===== config.mk =====
export PLATFORM = sky130hd
export DESIGN_NAME = dsf_status_bank
export DESIGN_NICKNAME = d
export VERILOG_FILES = /design/src/rtl/dsf_pkg.sv /design/src/rtl/dsf_rcv_timer.sv /design/src/rtl/dsf_status_bank.sv
export SDC_FILE = /design/constraint.sdc
export NUM_CORES = 1
export LEC_CHECK = 0
export CORE_ASPECT_RATIO = 2
export CORE_MARGIN = 2
export CORE_UTILIZATION = 55
export CTS_CLUSTER_SIZE = 40
export DETAILED_ROUTE_END_ITERATION = 10
export DONT_BUFFER_PORTS = 1
export PLACE_DENSITY = 0.68
export SLEW_MARGIN = 25
export SYNTH_ARGS = -nofsm -noshare
export SYNTH_HDL_FRONTEND = slang
export SYNTH_SLANG_ARGS = --single-unit

===== constraint.sdc =====
create_clock -name clk_i -period 4.2 [get_ports clk_i]
set_clock_uncertainty 0.1 [all_clocks]
set_input_delay 0.42 -clock clk_i [delete_from_list [all_inputs] [get_ports clk_i]]
set_output_delay 0.42 -clock clk_i [all_outputs]
set_load 0.005 [all_outputs]

===== src/rtl/dsf_pkg.sv =====
/*
 * package for the device status flag bank: offsets, bit positions, reset values, timing.
 * assumes a 20 MHz device clock.
 */
package dsf_pkg;

    // ****************************************
    // register offsets
    // ****************************************
    localparam logic [7:0] DSF_OFS_MAIN   = 8'h01;
    localparam logic [7:0] DSF_OFS_SUPPLY = 8'h02;
    localparam logic [7:0] DSF_OFS_MEM    = 8'h03;

    // ****************************************
    // bit positions
    // ****************************************
    localparam int DSF_B_INIT    = 0;
    localparam int DSF_B_RESET   = 1;
    localparam int DSF_B_SUP_ANY = 3;
    localparam int DSF_B_MEM_ANY = 4;
    localparam int DSF_B_EDGE    = 0;
    localparam int DSF_B_OTPREG  = 1;
    localparam int DSF_B_DIGREG  = 2;
    localparam int DSF_B_ANAREG  = 3;
    localparam int DSF_B_UV      = 7;
    localparam int DSF_B_TEMP    = 2;
    localparam int DSF_B_WACT    = 4;
    localparam int DSF_B_URW     = 5;
    localparam int DSF_B_UOTP    = 6;
    localparam int DSF_B_FOTP    = 7;

    // ****************************************
    // reset values
    // ****************************************
    localparam logic [1:0] DSF_MAIN_RST = 2'h3;
    localparam logic [4:0] DSF_SUP_RST  = 5'h00;
    localparam logic [3:0] DSF_MEM_RST  = 4'h0;

    // ****************************************
    // timing
    // ****************************************
    localparam int CLK_HZ          = 20_000_000;
    localparam int SUP_RCV_US      = 10;
    localparam int SUP_RCV_CYC     = (SUP_RCV_US * (CLK_HZ / 1_000_000));
    localparam int DSF_TMR_W       = 16;

    // ****************************************
    // carriers
    // ****************************************
    typedef struct packed {
        logic vcc_uv;
        logic ana_reg;
        logic dig_reg;
        logic otp_reg;
        logic edge_break;
    } dsf_supply_t;

    typedef struct packed {
        logic factory_otp;
        logic user_otp;
        logic temp_range;
    } dsf_memfault_t;

endpackage


===== src/rtl/dsf_rcv_timer.sv =====
/*
 * shared supply recovery timer; reloads while any supply fault exists.
 * assumes one clock, synchronous active-low reset.
 */
`timescale 1ns/10ps
module dsf_rcv_timer
    import dsf_pkg::*;
(
    input  wire logic clk_i,    // device clock
    input  wire logic rst_n_i,  // sync reset, low
    input  wire logic fault_i,  // any supply fault present
    output logic      zero_o    // timer at zero
);

    logic [DSF_TMR_W-1:0] cnt_ff;
    logic [DSF_TMR_W-1:0] nxt_cnt;

    always_comb begin
        nxt_cnt = cnt_ff;
        if (fault_i) begin
            nxt_cnt = DSF_TMR_W'(SUP_RCV_CYC);
        end else if (cnt_ff != '0) begin
            nxt_cnt = cnt_ff - 1'b1;
        end
    end

    always_ff @(posedge clk_i) begin
        if (!rst_n_i) begin
            cnt_ff <= DSF_TMR_W'(SUP_RCV_CYC);
        end else begin
            cnt_ff <= nxt_cnt;
        end
    end

    assign zero_o = (cnt_ff == '0);

    chk_timer_reload : assert property (@(posedge clk_i) disable iff (!rst_n_i)
        fault_i |=> !zero_o) else $error("timer not reloaded on fault");

endmodule


===== src/rtl/dsf_status_bank.sv =====
/*
 * device status flag bank: main, supply and memory/temperature status registers.
 * assumes synchronous fault inputs, one-cycle read strobes from the serial interface.
 */
// Behaviour
// - reset-occurred flag, main bit 1, is set after every reset.
// - reset flag clears on main register read or status report of it.
// - init flag bit 0 set at reset, clears when data first valid.
// - one shared recovery timer reloads while any supply fault present.
// - supply flags clear according to the report-disable setting.
// - reporting enabled: read or report clears supply flags only at timer zero.
// - reporting disabled: supply flags clear by themselves at timer zero.
// - supply bit 7 set while main supply below undervoltage threshold.
// - supply bits 3,2,1 set on analog, digital, OTP regulator faults.
// - supply bit 0 set on edge-seal continuity break.
// - memory bit 7 set on factory OTP fault.
// - memory bit 6 set on user OTP fault.
// - after init lock, check code mismatch sets memory bit 5.
// - memory bits 7,6,5,2 clear on read or status report.
// - memory bit 4 follows user OTP write in progress.
// - memory bit 2 set on over or undertemperature.
`timescale 1ns/10ps
module dsf_status_bank
    import dsf_pkg::*;
(
    input  wire logic          clk_i,          // device clock
    input  wire logic          rst_n_i,        // sync reset, low
    input  wire logic [7:0]    rd_addr_i,      // register read address
    input  wire logic          rd_en_i,        // read strobe, one cycle
    input  wire logic          wr_en_i,        // write strobe, ignored here
    input  wire logic          data_valid_i,   // sensor data valid
    input  wire logic          rpt_main_i,     // status field reported reset flag
    input  wire logic          rpt_supply_i,   // status field reported supply error
    input  wire logic          rpt_mem_i,      // status field reported memory error
    input  wire dsf_supply_t   supply_i,       // supply fault levels
    input  wire dsf_memfault_t memfault_i,     // memory/temp fault levels
    input  wire logic          otp_wr_busy_i,  // user OTP write in progress
    input  wire logic          init_lock_i,    // init complete lock
    input  wire logic          supply_rpt_dis_i, // supply report disable
    input  wire logic [3:0]    crc_calc_i,     // recomputed check code
    input  wire logic [3:0]    crc_stored_i,   // stored check code
    output logic [7:0]         rd_data_o,      // read data, registered
    output logic [7:0]         main_status_o,  // main status image
    output logic [7:0]         supply_status_o, // supply status image
    output logic [7:0]         mem_status_o    // memory status image
);

    // ****************************************
    // state
    // ****************************************
    logic [1:0]    main_ff;
    logic [1:0]    nxt_main;
    dsf_supply_t   sup_ff;
    dsf_supply_t   nxt_sup;
    logic [3:0]    mem_ff;   // fotp, uotp, urw, temp
    logic [3:0]    nxt_mem;
    logic          wact_ff;
    logic          nxt_wact;
    logic [7:0]    rd_ff;
    logic [7:0]    nxt_rd;
    logic          tmr_zero;
    logic          sup_fault;
    logic          rd_main;
    logic          rd_sup;
    logic          rd_mem;
    logic          urw_fault;

    function automatic logic hit(input logic [7:0] a, input logic [7:0] ofs);
        return rd_en_i && (a == ofs);
    endfunction

    assign rd_main   = hit(rd_addr_i, DSF_OFS_MAIN);
    assign rd_sup    = hit(rd_addr_i, DSF_OFS_SUPPLY);
    assign rd_mem    = hit(rd_addr_i, DSF_OFS_MEM);
    assign sup_fault = |supply_i;
    assign urw_fault = init_lock_i && (crc_calc_i != crc_stored_i);

    dsf_rcv_timer u_tmr (
        .clk_i   (clk_i),
        .rst_n_i (rst_n_i),
        .fault_i (sup_fault),
        .zero_o  (tmr_zero)
    );

    // ****************************************
    // flag next state
    // ****************************************
    always_comb begin
        nxt_main = main_ff;
        if (rd_main || rpt_main_i) begin
            nxt_main[DSF_B_RESET] = 1'b0;
        end
        if (data_valid_i) begin
            nxt_main[DSF_B_INIT] = 1'b0;
        end

        nxt_sup = sup_ff;
        if (supply_rpt_dis_i) begin
            if (tmr_zero) begin
                nxt_sup = '0;
            end
        end else if ((rd_sup || rpt_supply_i) && tmr_zero) begin
            nxt_sup = '0;
        end
        nxt_sup = nxt_sup | supply_i;

        nxt_mem = mem_ff;
        if (rd_mem || rpt_mem_i) begin
            nxt_mem = '0;
        end
        nxt_mem = nxt_mem | {memfault_i.factory_otp, memfault_i.user_otp,
                             urw_fault, memfault_i.temp_range};
        nxt_wact = otp_wr_busy_i;
    end

    // ****************************************
    // read mux
    // ****************************************
    always_comb begin
        nxt_rd = rd_ff;
        if (rd_main) begin
            nxt_rd = main_status_o;
        end else if (rd_sup) begin
            nxt_rd = supply_status_o;
        end else if (rd_mem) begin
            nxt_rd = mem_status_o;
        end else if (rd_en_i) begin
            nxt_rd = 8'h00;
        end
    end

    always_ff @(posedge clk_i) begin
        if (!rst_n_i) begin
            main_ff <= DSF_MAIN_RST;
            sup_ff  <= DSF_SUP_RST;
            mem_ff  <= DSF_MEM_RST;
            wact_ff <= 1'b0;
            rd_ff   <= 8'h00;
        end else begin
            main_ff <= nxt_main;
            sup_ff  <= nxt_sup;
            mem_ff  <= nxt_mem;
            wact_ff <= nxt_wact;
            rd_ff   <= nxt_rd;
        end
    end

    // ****************************************
    // register images, reserved bits zero
    // ****************************************
    always_comb begin
        main_status_o = 8'h00;
        main_status_o[DSF_B_INIT]    = main_ff[DSF_B_INIT];
        main_status_o[DSF_B_RESET]   = main_ff[DSF_B_RESET];
        main_status_o[DSF_B_SUP_ANY] = |sup_ff;
        main_status_o[DSF_B_MEM_ANY] = (|mem_ff) | wact_ff;
        supply_status_o = 8'h00;
        supply_status_o[DSF_B_UV]     = sup_ff.vcc_uv;
        supply_status_o[DSF_B_ANAREG] = sup_ff.ana_reg;
        supply_status_o[DSF_B_DIGREG] = sup_ff.dig_reg;
        supply_status_o[DSF_B_OTPREG] = sup_ff.otp_reg;
        supply_status_o[DSF_B_EDGE]   = sup_ff.edge_break;
        mem_status_o = 8'h00;
        mem_status_o[DSF_B_FOTP] = mem_ff[3];
        mem_status_o[DSF_B_UOTP] = mem_ff[2];
        mem_status_o[DSF_B_URW]  = mem_ff[1];
        mem_status_o[DSF_B_TEMP] = mem_ff[0];
        mem_status_o[DSF_B_WACT] = wact_ff;
    end

    assign rd_data_o = rd_ff; // wr_en_i has no effect

    // ****************************************
    // checks
    // ****************************************
    chk_reset_set : assert property (@(posedge clk_i)
        !rst_n_i |=> (main_ff == DSF_MAIN_RST)) else $error("reset flags not set");
    chk_reset_flag_clear : assert property (@(posedge clk_i) disable iff (!rst_n_i)
        rd_main |=> !main_ff[DSF_B_RESET]) else $error("reset flag not cleared");
    chk_rpt_main_clear : assert property (@(posedge clk_i) disable iff (!rst_n_i)
        rpt_main_i |=> !main_ff[DSF_B_RESET]) else $error("reset flag kept on report");
    chk_init_clear : assert property (@(posedge clk_i) disable iff (!rst_n_i)
        data_valid_i |=> !main_ff[DSF_B_INIT]) else $error("init flag stuck");
    chk_supply_hold : assert property (@(posedge clk_i) disable iff (!rst_n_i)
        (!tmr_zero && (|sup_ff)) |=> (|sup_ff)) else $error("supply cleared early");
    chk_supply_auto : assert property (@(posedge clk_i) disable iff (!rst_n_i)
        (supply_rpt_dis_i && tmr_zero && !sup_fault) |=> (sup_ff == '0))
        else $error("supply not auto cleared");
    chk_supply_set : assert property (@(posedge clk_i) disable iff (!rst_n_i)
        supply_i.vcc_uv |=> supply_status_o[DSF_B_UV]) else $error("uv flag missing");
    chk_ana_set : assert property (@(posedge clk_i) disable iff (!rst_n_i)
        supply_i.ana_reg |=> supply_status_o[DSF_B_ANAREG]) else $error("ana flag missing");
    chk_dig_set : assert property (@(posedge clk_i) disable iff (!rst_n_i)
        supply_i.dig_reg |=> supply_status_o[DSF_B_DIGREG]) else $error("dig flag missing");
    chk_otpreg_set : assert property (@(posedge clk_i) disable iff (!rst_n_i)
        supply_i.otp_reg |=> supply_status_o[DSF_B_OTPREG]) else $error("otp reg flag missing");
    chk_edge_set : assert property (@(posedge clk_i) disable iff (!rst_n_i)
        supply_i.edge_break |=> supply_status_o[DSF_B_EDGE]) else $error("edge flag missing");
    chk_fotp_set : assert property (@(posedge clk_i) disable iff (!rst_n_i)
        memfault_i.factory_otp |=> mem_status_o[DSF_B_FOTP]) else $error("fotp flag missing");
    chk_uotp_set : assert property (@(posedge clk_i) disable iff (!rst_n_i)
        memfault_i.user_otp |=> mem_status_o[DSF_B_UOTP]) else $error("uotp flag missing");
    chk_urw_set : assert property (@(posedge clk_i) disable iff (!rst_n_i)
        urw_fault |=> mem_status_o[DSF_B_URW]) else $error("check mismatch lost");
    chk_mem_clear : assert property (@(posedge clk_i) disable iff (!rst_n_i)
        (rd_mem && memfault_i == '0 && !urw_fault) |=> (mem_ff == '0))
        else $error("memory flags not cleared");
    chk_mem_rpt_clear : assert property (@(posedge clk_i) disable iff (!rst_n_i)
        (rpt_mem_i && memfault_i == '0 && !urw_fault) |=> (mem_ff == '0))
        else $error("memory flags kept on report");
    chk_mem_rd_value : assert property (@(posedge clk_i) disable iff (!rst_n_i)
        rd_mem |=> (rd_data_o == $past(mem_status_o))) else $error("read value wrong");
    chk_wact_track : assert property (@(posedge clk_i) disable iff (!rst_n_i)
        otp_wr_busy_i |=> mem_status_o[DSF_B_WACT]) else $error("wact missing");
    chk_wact_clear : assert property (@(posedge clk_i) disable iff (!rst_n_i)
        !otp_wr_busy_i |=> !mem_status_o[DSF_B_WACT]) else $error("wact stuck");
    chk_temp_mark : assert property (@(posedge clk_i) disable iff (!rst_n_i)
        memfault_i.temp_range |=> mem_status_o[DSF_B_TEMP]) else $error("temp flag missing");
    chk_temp_set : assert property (@(posedge clk_i) disable iff (!rst_n_i)
        (memfault_i.temp_range && rd_mem) |=> mem_status_o[DSF_B_TEMP])
        else $error("temp fault lost on clear");

endmodule


======== Word-level counts from Yosys, hierarchy flattened ========
Index checks and enable logic that the tools add are counted.
W data, S select, Z words.
storage, ports and cells
  register bits after elaboration ......... 36
  bits in latches ......................... 0
  memory bits (writable) .................. 0
  ROM bits ................................ 0
  input bits .............................. 35
  output and inout port bits .............. 32
  word-level logic and storage cells ...... 48
  memories kept ........................... 0
cells by class
  add/sub/neg operators ................... 1
  multiply operators ...................... 0
  divide/modulo/power cells ............... 0
  order comparisons ....................... 0
  equal/unequal tests ..................... 4
  shifts and indexed selects .............. 0
  muxes and demuxes ....................... 8
  bitwise operators ....................... 4
  reduce and logical (&&, ||, !) cells .... 18
operators by type and width
  cell                     number
  $mux W8                  3
  $mux W5                  4
  $eq A8 B2 Y1 const B     2
  $logic_not A16 Y1        1
  $reduce_bool A16 Y1      1
  $sub A16 B1 Y16 const B  1
  $eq A8 B1 Y1 const B     1
  $reduce_or A6 Y1         1
  $logic_and A1 B1 Y1      5
  $or A5 B5 Y5             1
  $reduce_or A5 Y1         1
  $mux W4                  1
  $ne A4 B4 Y1             1
  $or A4 B4 Y4             1
  $reduce_bool A4 Y1       1
  $reduce_or A4 Y1         1
  $logic_or A1 B1 Y1       3
  $reduce_bool A3 Y1       1
  $reduce_or A3 Y1         1
  $reduce_bool A2 Y1       1
  $reduce_or A2 Y1         1
  $not A1 Y1               1
  $or A1 B1 Y1             1

======== Logic depth before layout (Yosys ltp) ========
Gate-level depths: netlist of the first run.
  word-level depth ........................ 7
  mapped depth ............................ 7
  mapped depth without buffers ............ 6

======== Hierarchy ========
A second synthesis of the first run with hierarchy kept.
second synthesis, totals
  cells, all modules ...................... 205
  area total of the unflattened synthesis .. 1841.8 µm²
modules (own cells, without submodules)
  module           instances  cells an instance  area an instance (µm²)  seq. area each (µm²)
  dsf_status_bank  1          110                1022.2                  400.4
  dsf_rcv_timer    1          95                 819.5                   320.3

======== Least setup slack after synthesis of the first run ========
No wires, ideal clock.
  path type ............................... register to register
  start ................................... register u_tmr.cnt_ff[0]
  end ..................................... register u_tmr.cnt_ff[14]
  library setup time ...................... 0.070 ns
  arrival time ............................ 1.632 ns
  required time ........................... 4.030 ns
  path slack .............................. 2.399 ns
  cell stages (with the launch flop) ...... 7
  buffers on the path ..................... 1
  clock period less this slack ............ 1.801 ns
  cell sequence ........................... dfxtp_1 > inv_1 > ha_1 > or3b_1 > buf_2 > or4b_1 > a21oi_1
between the ends
  cells in the longest elaborated chain, start to end .. 1
ends and longest elaborated chain
  what                                                           RTL line                                  source
  from (decl)                                                    dsf_rcv_timer.sv:15                       logic [DSF_TMR_W-1:0] cnt_ff;
  from (signal assigned)                                         dsf_rcv_timer.sv:29                       cnt_ff <= DSF_TMR_W'(SUP_RCV_CYC);
  from (signal assigned)                                         dsf_rcv_timer.sv:31                       cnt_ff <= nxt_cnt;
  $sub A16 B1 Y16 / $reduce_bool A16 Y1 (equally long branches)  dsf_rcv_timer.sv:23, dsf_rcv_timer.sv:22
Parallel ways exist; a longest one is shown, timed or not.
A chain may end at the register's enable or synchronous reset.

======== Final worst setup path of the first run ========
  start ................................... register u_tmr.cnt_ff[0]
  end ..................................... register u_tmr.cnt_ff[7]
Same word-level chain as after synthesis.

==> impl_results.html, run 1 <==
<table>
<tr><th>Metric</th><th>Value</th></tr>
<tr><th colspan="2">Worst setup path</th></tr>
<tr><td>Worst Path Required</td><td>4.31 ns</td></tr>
<tr><td>Critical path fanouts, max</td><td>15</td></tr>
<tr><td>Dominant delay contributor by cell family on the critical path</td><td>simple AND/OR/NAND/NOR gates</td></tr>
<tr><td>Endpoint arrival time on the critical path</td><td>2.43 ns</td></tr>
<tr><td>Critical Path End Type</td><td>flip-flop</td></tr>
<tr><td>Classification of the worst setup path</td><td>flip-flop to flip-flop</td></tr>
<tr><td>Startpoint type of the worst setup path</td><td>flip-flop</td></tr>
<tr><td>Worst path buffer plus inverter count</td><td>1</td></tr>
<tr><td>Cell with the biggest individual delay on the critical path</td><td>sky130_fd_sc_hd__nand4_1</td></tr>
<tr><td>CP cell instances</td><td>inv_1 -&gt; ha_1 -&gt; nor4b_2 -&gt; nand4_1 -&gt; and3_1 -&gt; o21ai_0</td></tr>
<tr><td>Maximum single-stage delay on the critical path</td><td>0.60 ns</td></tr>
<tr><th colspan="2">Cells and area</th></tr>
<tr><td>Finished layout cell area</td><td>1936 um^2</td></tr>
<tr><td># diodes</td><td>0</td></tr>
<tr><td>P&amp;R area growth vs syn</td><td>2.315%</td></tr>
<tr><td>Final #Nets</td><td>249</td></tr>
<tr><td>Leading cell type in the layout, fill and taps excluded</td><td>sky130_fd_sc_hd__dfxtp_1</td></tr>
<tr><td>Commonest non-fill, non-tap cells in the layout</td><td>sky130_fd_sc_hd__dfxtp_1 (36), sky130_fd_sc_hd__nor2_1 (16), sky130_fd_sc_hd__o21ai_0 (12)</td></tr>
<tr><td>Layout cells sized above 1</td><td>7.042%</td></tr>
<tr><td>Final design utilization</td><td>57.94%</td></tr>
<tr><td>Non-filler cells, final</td><td>245</td></tr>
<tr><th colspan="2">STA</th></tr>
<tr><td>Setup tns final</td><td>0 ns</td></tr>
<tr><td>Post-route worst setup slack</td><td>1.881 ns</td></tr>
<tr><td>Tmin final</td><td>2.319 ns</td></tr>
<tr><td>Worst hold slack</td><td>0.1052 ns</td></tr>
<tr><td>Final setup violation count</td><td>0</td></tr>
<tr><td>Max-slew violation count</td><td>0</td></tr>
<tr><td>Final clock period utilization by the worst path</td><td>55.20%</td></tr>
<tr><td>Unrepaired setup endpoints after global routing</td><td>false</td></tr>
<tr><td>Worst max-slew margin expressed relative to the limit</td><td>59.22%</td></tr>
<tr><td>Final Hold Vio Count</td><td>0</td></tr>
<tr><td>Highest Clock Rate</td><td>431.3 MHz</td></tr>
<tr><td>Pin slew with the least headroom to its limit</td><td>0.6100 ns</td></tr>
<tr><th colspan="2">Run</th></tr>
<tr><td>Count of max-cap constraint violations</td><td>0</td></tr>
<tr><th colspan="2">Synthesis</th></tr>
<tr><td>EDFF count, synth</td><td>0</td></tr>
<tr><td>Cell area after synthesis</td><td>1892 um^2</td></tr>
<tr><td>Share of the yosys chip area belonging to registers</td><td>38.10%</td></tr>
<tr><td>Asr flop ratio synth</td><td>0%</td></tr>
<tr><td>Synthesized area divided by synthesized cell count</td><td>8.718 um^2</td></tr>
<tr><td>Instance count of the mapped netlist</td><td>217</td></tr>
<tr><td>Unique cell type count in the Yosys netlist</td><td>50</td></tr>
<tr><td>Most instantiated flip-flop cell in the synthesis netlist</td><td>sky130_fd_sc_hd__dfxtp_1</td></tr>
<tr><td>FF+latch count, synth</td><td>36</td></tr>
<tr><td>Number of warnings reported in the yosys synthesis log</td><td>0</td></tr>
<tr><th colspan="2">Placement</th></tr>
<tr><td>Post-Place Cell Area</td><td>1828 um^2</td></tr>
<tr><td>HPWL Detailed</td><td>3170 um</td></tr>
<tr><td>Post-placement cell count</td><td>237</td></tr>
<tr><td>Buffers added on ports</td><td>0</td></tr>
<tr><td>Routability congestion estimate</td><td>0.8100</td></tr>
<tr><td>DP Worst Slack</td><td>1.916 ns</td></tr>
<tr><th colspan="2">Drt</th></tr>
<tr><td>Mean number of vias per cell</td><td>6.384</td></tr>
<tr><td>DR pass1 iterations</td><td>4</td></tr>
<tr><td>First DRT Iteration DRCs</td><td>36</td></tr>
<tr><td># DRC</td><td>0</td></tr>
<tr><td>Routed len/inst</td><td>16.88 um</td></tr>
<tr><td>Final wirelength</td><td>4136 um</td></tr>
<tr><td>DR vias</td><td>1,564</td></tr>
<tr><td>Number of nets still failing antenna checks after routing</td><td>0</td></tr>
<tr><th colspan="2">Worst hold path</th></tr>
<tr><td>Tightest Hold Check Type</td><td>primary input to flip-flop</td></tr>
<tr><th colspan="2">Pwr</th></tr>
<tr><td>Leakage</td><td>0.7045 nW</td></tr>
<tr><td>Post-layout power</td><td>692.9 uW</td></tr>
<tr><td>Peak supply drop</td><td>326.8 uV</td></tr>
<tr><td>Power per standard cell area</td><td>358.0 nW/um^2</td></tr>
<tr><th colspan="2">Clock tree</th></tr>
<tr><td>Post-CTS setup buffer count</td><td>0</td></tr>
<tr><td>Cts repair resizes</td><td>0</td></tr>
<tr><td>Longest Clk Path Bufs</td><td>2</td></tr>
<tr><td>CTS sink count</td><td>36</td></tr>
<tr><td>Clock root buffer</td><td>sky130_fd_sc_hd__clkbuf_8</td></tr>
<tr><td>Clock-pin transition on the worst setup and hold timing paths</td><td>0.08 ns</td></tr>
<tr><td>Worst skew pair latency</td><td>0.29 ns</td></tr>
<tr><td>CTS tree</td><td>done</td></tr>
<tr><td>Total number of H-tree levels</td><td>2</td></tr>
<tr><td>Number of hold buffers added after CTS</td><td>0</td></tr>
<tr><td>Number of buffers created by CTS</td><td>5</td></tr>
<tr><th colspan="2">GRT</th></tr>
<tr><td>Congestion Overflow GR</td><td>0</td></tr>
<tr><td>Total track usage</td><td>21.59%</td></tr>
<tr><td>Vias in the first global route</td><td>1,451</td></tr>
<tr><td>Antenna violations before repair</td><td>0</td></tr>
<tr><td>First-pass GRT wire length</td><td>6430 um</td></tr>
<tr><td>Pin count of the biggest net entering global routing</td><td>27</td></tr>
<tr><th colspan="2">Floorplan</th></tr>
<tr><td>Die Outline Area</td><td>3953 um^2</td></tr>
<tr><td>Vert. Die Dim</td><td>86.94 um</td></tr>
<tr><td>Effective utilization at floorplan</td><td>56.63%</td></tr>
<tr><td>Horizontal extent of the die</td><td>45.47 um</td></tr>
<tr><td>Core Rows</td><td>30</td></tr>
<tr><td># IOs</td><td>67</td></tr>
<tr><td>Core Region</td><td>3341 um^2</td></tr>
<tr><th colspan="2">Status</th></tr>
<tr><td>Result of the run</td><td>finished clean</td></tr>
</table>
## path summary, 6_finish.rpt
check | cells after the start | slack, ns | startpoint | endpoint
worst min-delay path | 1 | 0.11 | rst_n_i | main_ff[0]$_SDFFE_PN1P_
worst max-delay path | 6 | 1.88 | u_tmr.cnt_ff[0]$_SDFFE_PP0N_ | u_tmr.cnt_ff[7]$_SDFFE_PP1N_
worst max register to register | 6 | 1.88 | u_tmr.cnt_ff[0]$_SDFFE_PP0N_ | u_tmr.cnt_ff[7]$_SDFFE_PP1N_
worst min register to register | 2 | 0.41 | rd_data_o[3]$_SDFFE_PN0P_ | rd_data_o[3]$_SDFFE_PN0P_
## cells in the mapped netlist (all sizes together), types with 5 or more instances
cell	instances	area, um^2
buf	15	115.1
dfxtp	36	720.7
clkbuf	6	22.52
inv	6	22.52
nand2	10	37.54
a22o	5	43.79
xnor2	5	43.79
nor4	6	58.80
a21oi	10	50.05
nand2b	9	56.30
nand3	5	25.02
nand4	7	43.79
o21ai	12	60.06
nor2	16	60.06
nor3	11	55.05
## report_power, final
part | total, mW | internal [mW] | switching, mW
combinational | 0.0321 | 0.0173 | 0.0147
sequential | 0.361 | 0.350 | 0.0111
clock | 0.300 | 0.176 | 0.124
total | 0.693 | 0.544 | 0.149
## kinds of logic (layout without fill, tap and decap cells)
logic type	count (synthesis)	in the layout	share of synthesized area (%)
and+or+nand+nor	95	95	30.82
buffers and inverters	27	14	8.465
other	1	10	0.1982
xor gates and xnor gates	5	5	2.315
AOI/OAI and AO/OA	47	47	16.67
adders and majority gates	2	2	1.323
muxes	4	4	2.116
DFF	36	36	38.10
## routing by layer
layer	track usage, %	vias to the layer above	share of wire (%)
li1	-	766	-
met1	20.21	739	33
met2	41.23	51	59
met3	4.564	8	5.3
met4	9.091	0	2.1
met5	0	-	0
## final cells by class
cell class              instances  area, um^2
multi-input cells             163        1045
inverters                       6       22.52
flip-flops and latches         36       720.7
well taps                      32       40.04
clock buffers                   6       72.57
clock inverters                 2       35.03
fillers                       309        1405
## state kept, by name, summed over array words and instances (netlist names)
signal / cells
supply_status_o: 5
mem_ff: 4
rd_data_o: 8
wact_ff: 1
u_tmr.cnt_ff: 16
main_ff: 2
(Power assumes the default switching activity.)
==> run 2: changes to the inputs <==
- clock period: 4.2 -> 2.2 ns (I/O delays scaled with it)
==> run 2 against run 1 <==
Net effect: global-route usage is 1.2 points higher; final area up 7.6%; worst setup slack lost 1.7 ns; critical path type unchanged; highest routed layer unchanged.
==> impl_results.html, run 2 (synthesis gave the netlist of run 1 again) <==
<table>
<tr><th>Metric</th><th>Value</th></tr>
<tr><th colspan="2">Status</th></tr>
<tr><td>Result of the run</td><td>finished clean</td></tr>
<tr><th colspan="2">Floorplan</th></tr>
<tr><td>Vert. Die Dim</td><td>86.94 um</td></tr>
<tr><td>Effective utilization at floorplan</td><td>56.63%</td></tr>
<tr><td>Die Outline Area</td><td>3953 um^2</td></tr>
<tr><td>Core Region</td><td>3341 um^2</td></tr>
<tr><td># IOs</td><td>67</td></tr>
<tr><td>Horizontal extent of the die</td><td>45.47 um</td></tr>
<tr><td>Core Rows</td><td>30</td></tr>
<tr><th colspan="2">Cells and area</th></tr>
<tr><td>Non-filler cells, final</td><td>260</td></tr>
<tr><td>Commonest non-fill, non-tap cells in the layout</td><td>sky130_fd_sc_hd__dfxtp_1 (36), sky130_fd_sc_hd__nor2_1 (16), sky130_fd_sc_hd__dlygate4sd3_1 (14)</td></tr>
<tr><td>Fill cells</td><td>302</td></tr>
<tr><td>Leading cell type in the layout, fill and taps excluded</td><td>sky130_fd_sc_hd__dfxtp_1</td></tr>
<tr><td>P&amp;R area growth vs syn</td><td>10.12%</td></tr>
<tr><td>Layout cells sized above 1</td><td>7.018%</td></tr>
<tr><td>Combined flip-flop and latch cell area</td><td>720.7 um^2</td></tr>
<tr><td>Register ranked first by flip-flop count</td><td>u_tmr.cnt_ff</td></tr>
<tr><td>Largest register FFs</td><td>16</td></tr>
<tr><td># diodes</td><td>0</td></tr>
<tr><td>Final #Nets</td><td>264</td></tr>
<tr><td>Area occupied by multi-input gates</td><td>1045 um^2</td></tr>
<tr><th colspan="2">STA</th></tr>
<tr><td>Final clock period utilization by the worst path</td><td>90.82%</td></tr>
<tr><td>Highest Clock Rate</td><td>500.5 MHz</td></tr>
<tr><td>Worst max-slew margin expressed relative to the limit</td><td>52.57%</td></tr>
<tr><td>Max-slew violation count</td><td>0</td></tr>
<tr><td>Pin slew with the least headroom to its limit</td><td>0.7092 ns</td></tr>
<tr><td>Final setup violation count</td><td>0</td></tr>
<tr><td>Tmin final</td><td>1.998 ns</td></tr>
<tr><td>Setup tns final</td><td>0 ns</td></tr>
<tr><td>Final Hold Vio Count</td><td>0</td></tr>
<tr><td>Unrepaired setup endpoints after global routing</td><td>false</td></tr>
<tr><th colspan="2">Clock tree</th></tr>
<tr><td>Clock root buffer</td><td>sky130_fd_sc_hd__clkbuf_8</td></tr>
<tr><td>Longest Clk Path Bufs</td><td>2</td></tr>
<tr><td>Cts repair resizes</td><td>0</td></tr>
<tr><td>Number of buffers created by CTS</td><td>5</td></tr>
<tr><td>Clock-pin transition on the worst setup and hold timing paths</td><td>0.07 ns</td></tr>
<tr><td>Worst skew pair latency</td><td>0.29 ns</td></tr>
<tr><td>Total number of H-tree levels</td><td>2</td></tr>
<tr><td>CTS tree</td><td>done</td></tr>
<tr><td>CTS sink count</td><td>36</td></tr>
<tr><th colspan="2">GRT</th></tr>
<tr><td>First-pass GRT wire length</td><td>6762 um</td></tr>
<tr><td>Congestion Overflow GR</td><td>0</td></tr>
<tr><td>Vias in the first global route</td><td>1,531</td></tr>
<tr><td>Total track usage</td><td>22.79%</td></tr>
<tr><td>Antenna violations before repair</td><td>0</td></tr>
<tr><td>Pin count of the biggest net entering global routing</td><td>24</td></tr>
<tr><th colspan="2">Worst setup path</th></tr>
<tr><td>Worst reg-to-reg path cell count</td><td>5</td></tr>
<tr><td>Classification of the worst setup path</td><td>flip-flop to flip-flop</td></tr>
<tr><td>Worst R2R Setup Slack</td><td>0.20 ns</td></tr>
<tr><td>Critical path fanouts, max</td><td>9</td></tr>
<tr><td>Endpoint arrival time on the critical path</td><td>2.11 ns</td></tr>
<tr><td>Critical Path End Type</td><td>flip-flop</td></tr>
<tr><td>Worst flop-to-flop path endpoint</td><td>u_tmr.cnt_ff[14]$_SDFFE_PP0N_</td></tr>
<tr><td>Worst Path Required</td><td>2.31 ns</td></tr>
<tr><td>Startpoint type of the worst setup path</td><td>flip-flop</td></tr>
<tr><td>Startpoint of the worst register-to-register path</td><td>u_tmr.cnt_ff[0]$_SDFFE_PP0N_</td></tr>
<tr><th colspan="2">Drt</th></tr>
<tr><td>First DRT Iteration DRCs</td><td>32</td></tr>
<tr><td>Number of nets still failing antenna checks after routing</td><td>0</td></tr>
<tr><td># DRC</td><td>0</td></tr>
<tr><td>DR vias</td><td>1,604</td></tr>
<tr><td>Mean number of vias per cell</td><td>6.169</td></tr>
<tr><td>Final wirelength</td><td>4282 um</td></tr>
<tr><td>DR pass1 iterations</td><td>4</td></tr>
<tr><td>Routed len/inst</td><td>16.47 um</td></tr>
<tr><th colspan="2">Placement</th></tr>
<tr><td>HPWL Detailed</td><td>3199 um</td></tr>
<tr><td>Buffers added on ports</td><td>0</td></tr>
<tr><td>Routability congestion estimate</td><td>0.8211</td></tr>
<tr><td>Post-placement cell count</td><td>238</td></tr>
<tr><th colspan="2">Worst hold path</th></tr>
<tr><td>Worst min-delay path startpoint</td><td>supply_i[4]</td></tr>
<tr><td>Tightest Hold Check Type</td><td>primary input to flip-flop</td></tr>
<tr><td>Hold-critical path endpoint</td><td>supply_status_o[7]$_SDFF_PN0_</td></tr>
<tr><td>Number of cells traversed by the worst hold path</td><td>2</td></tr>
<tr><th colspan="2">Pwr</th></tr>
<tr><td>Peak supply drop</td><td>508.2 uV</td></tr>
<tr><td>Power per standard cell area</td><td>649.0 nW/um^2</td></tr>
<tr><td>Leakage</td><td>0.7671 nW</td></tr>
<tr><th colspan="2">Run</th></tr>
<tr><td>Count of max-cap constraint violations</td><td>0</td></tr>
</table>
run 2: layer usage:
layer  vias to the layer above  track usage (%)  share of wire [%]
li1                        804                -                  -
met1                       746            21.48                 35
met2                        44            42.77                 58
met3                        10            4.357                4.3
met4                         0            11.50                2.4
met5                         -                0                  0
run 2: how the worst max path moves through the flow:
stage	to	slack (ns)	startpoint	cells after the start
floorplan	u_tmr.cnt_ff[14]$_SDFFE_PP0N_	0.40	u_tmr.cnt_ff[0]$_SDFFE_PP0N_	6
global placement	u_tmr.cnt_ff[14]$_SDFFE_PP0N_	0.30	u_tmr.cnt_ff[0]$_SDFFE_PP0N_	5
detailed placement	u_tmr.cnt_ff[14]$_SDFFE_PP0N_	0.23	u_tmr.cnt_ff[0]$_SDFFE_PP0N_	5
CTS	u_tmr.cnt_ff[14]$_SDFFE_PP0N_	0.19	u_tmr.cnt_ff[0]$_SDFFE_PP0N_	5
global route	u_tmr.cnt_ff[14]$_SDFFE_PP0N_	0.10	u_tmr.cnt_ff[0]$_SDFFE_PP0N_	5
finish	u_tmr.cnt_ff[14]$_SDFFE_PP0N_	0.20	u_tmr.cnt_ff[0]$_SDFFE_PP0N_	5
run 2: worst max-delay path, cell delays in order (launching register included):
cell	delay, ns
sky130_fd_sc_hd__dfxtp_1	0.34
sky130_fd_sc_hd__inv_1	0.12
sky130_fd_sc_hd__ha_1	0.19
sky130_fd_sc_hd__or3b_1	0.50
sky130_fd_sc_hd__or4b_1	0.52
sky130_fd_sc_hd__a21oi_1	0.15
run 2: power breakdown:
group | internal, mW | switching, mW | total, mW
Combinational | 0.0496 | 0.0399 | 0.0895
Sequential | 0.668 | 0.0217 | 0.690
Clock | 0.336 | 0.236 | 0.573
Total | 1.05 | 0.298 | 1.35
run 2: what timing repair did:
action,in CTS,in global routing
endpoints found under the hold margin,22,0
hold buffers,14,0
setup endpoints to repair,0,0
setup buffers,0,0
run 2: stage by stage:
step                hold WS [ns]  setup slack, ns  util [%]  instance area [um^2]  power (mW)
finish                  0.003047           0.2020     62.36                  2083       1.352
global route            0.006112           0.1029     62.36                  2083       1.400
CTS                     0.003839           0.1918     62.36                  2083       1.362
detailed placement        0.2077           0.2258     54.94                  1836      0.7666
global placement          0.2032           0.2972     54.94                  1836      0.7641
floorplan                 0.2204           0.3987         -                  1926      0.7739
run 2: final cells by class:
type / count / area share (%)
timing repair buffer: 15 / 7.087
inverter: 6 / 1.081
sequential: 36 / 34.59
multi-input combinational: 163 / 50.15
tap: 32 / 1.922
clock buffer: 6 / 3.483
clock inverter: 2 / 1.682
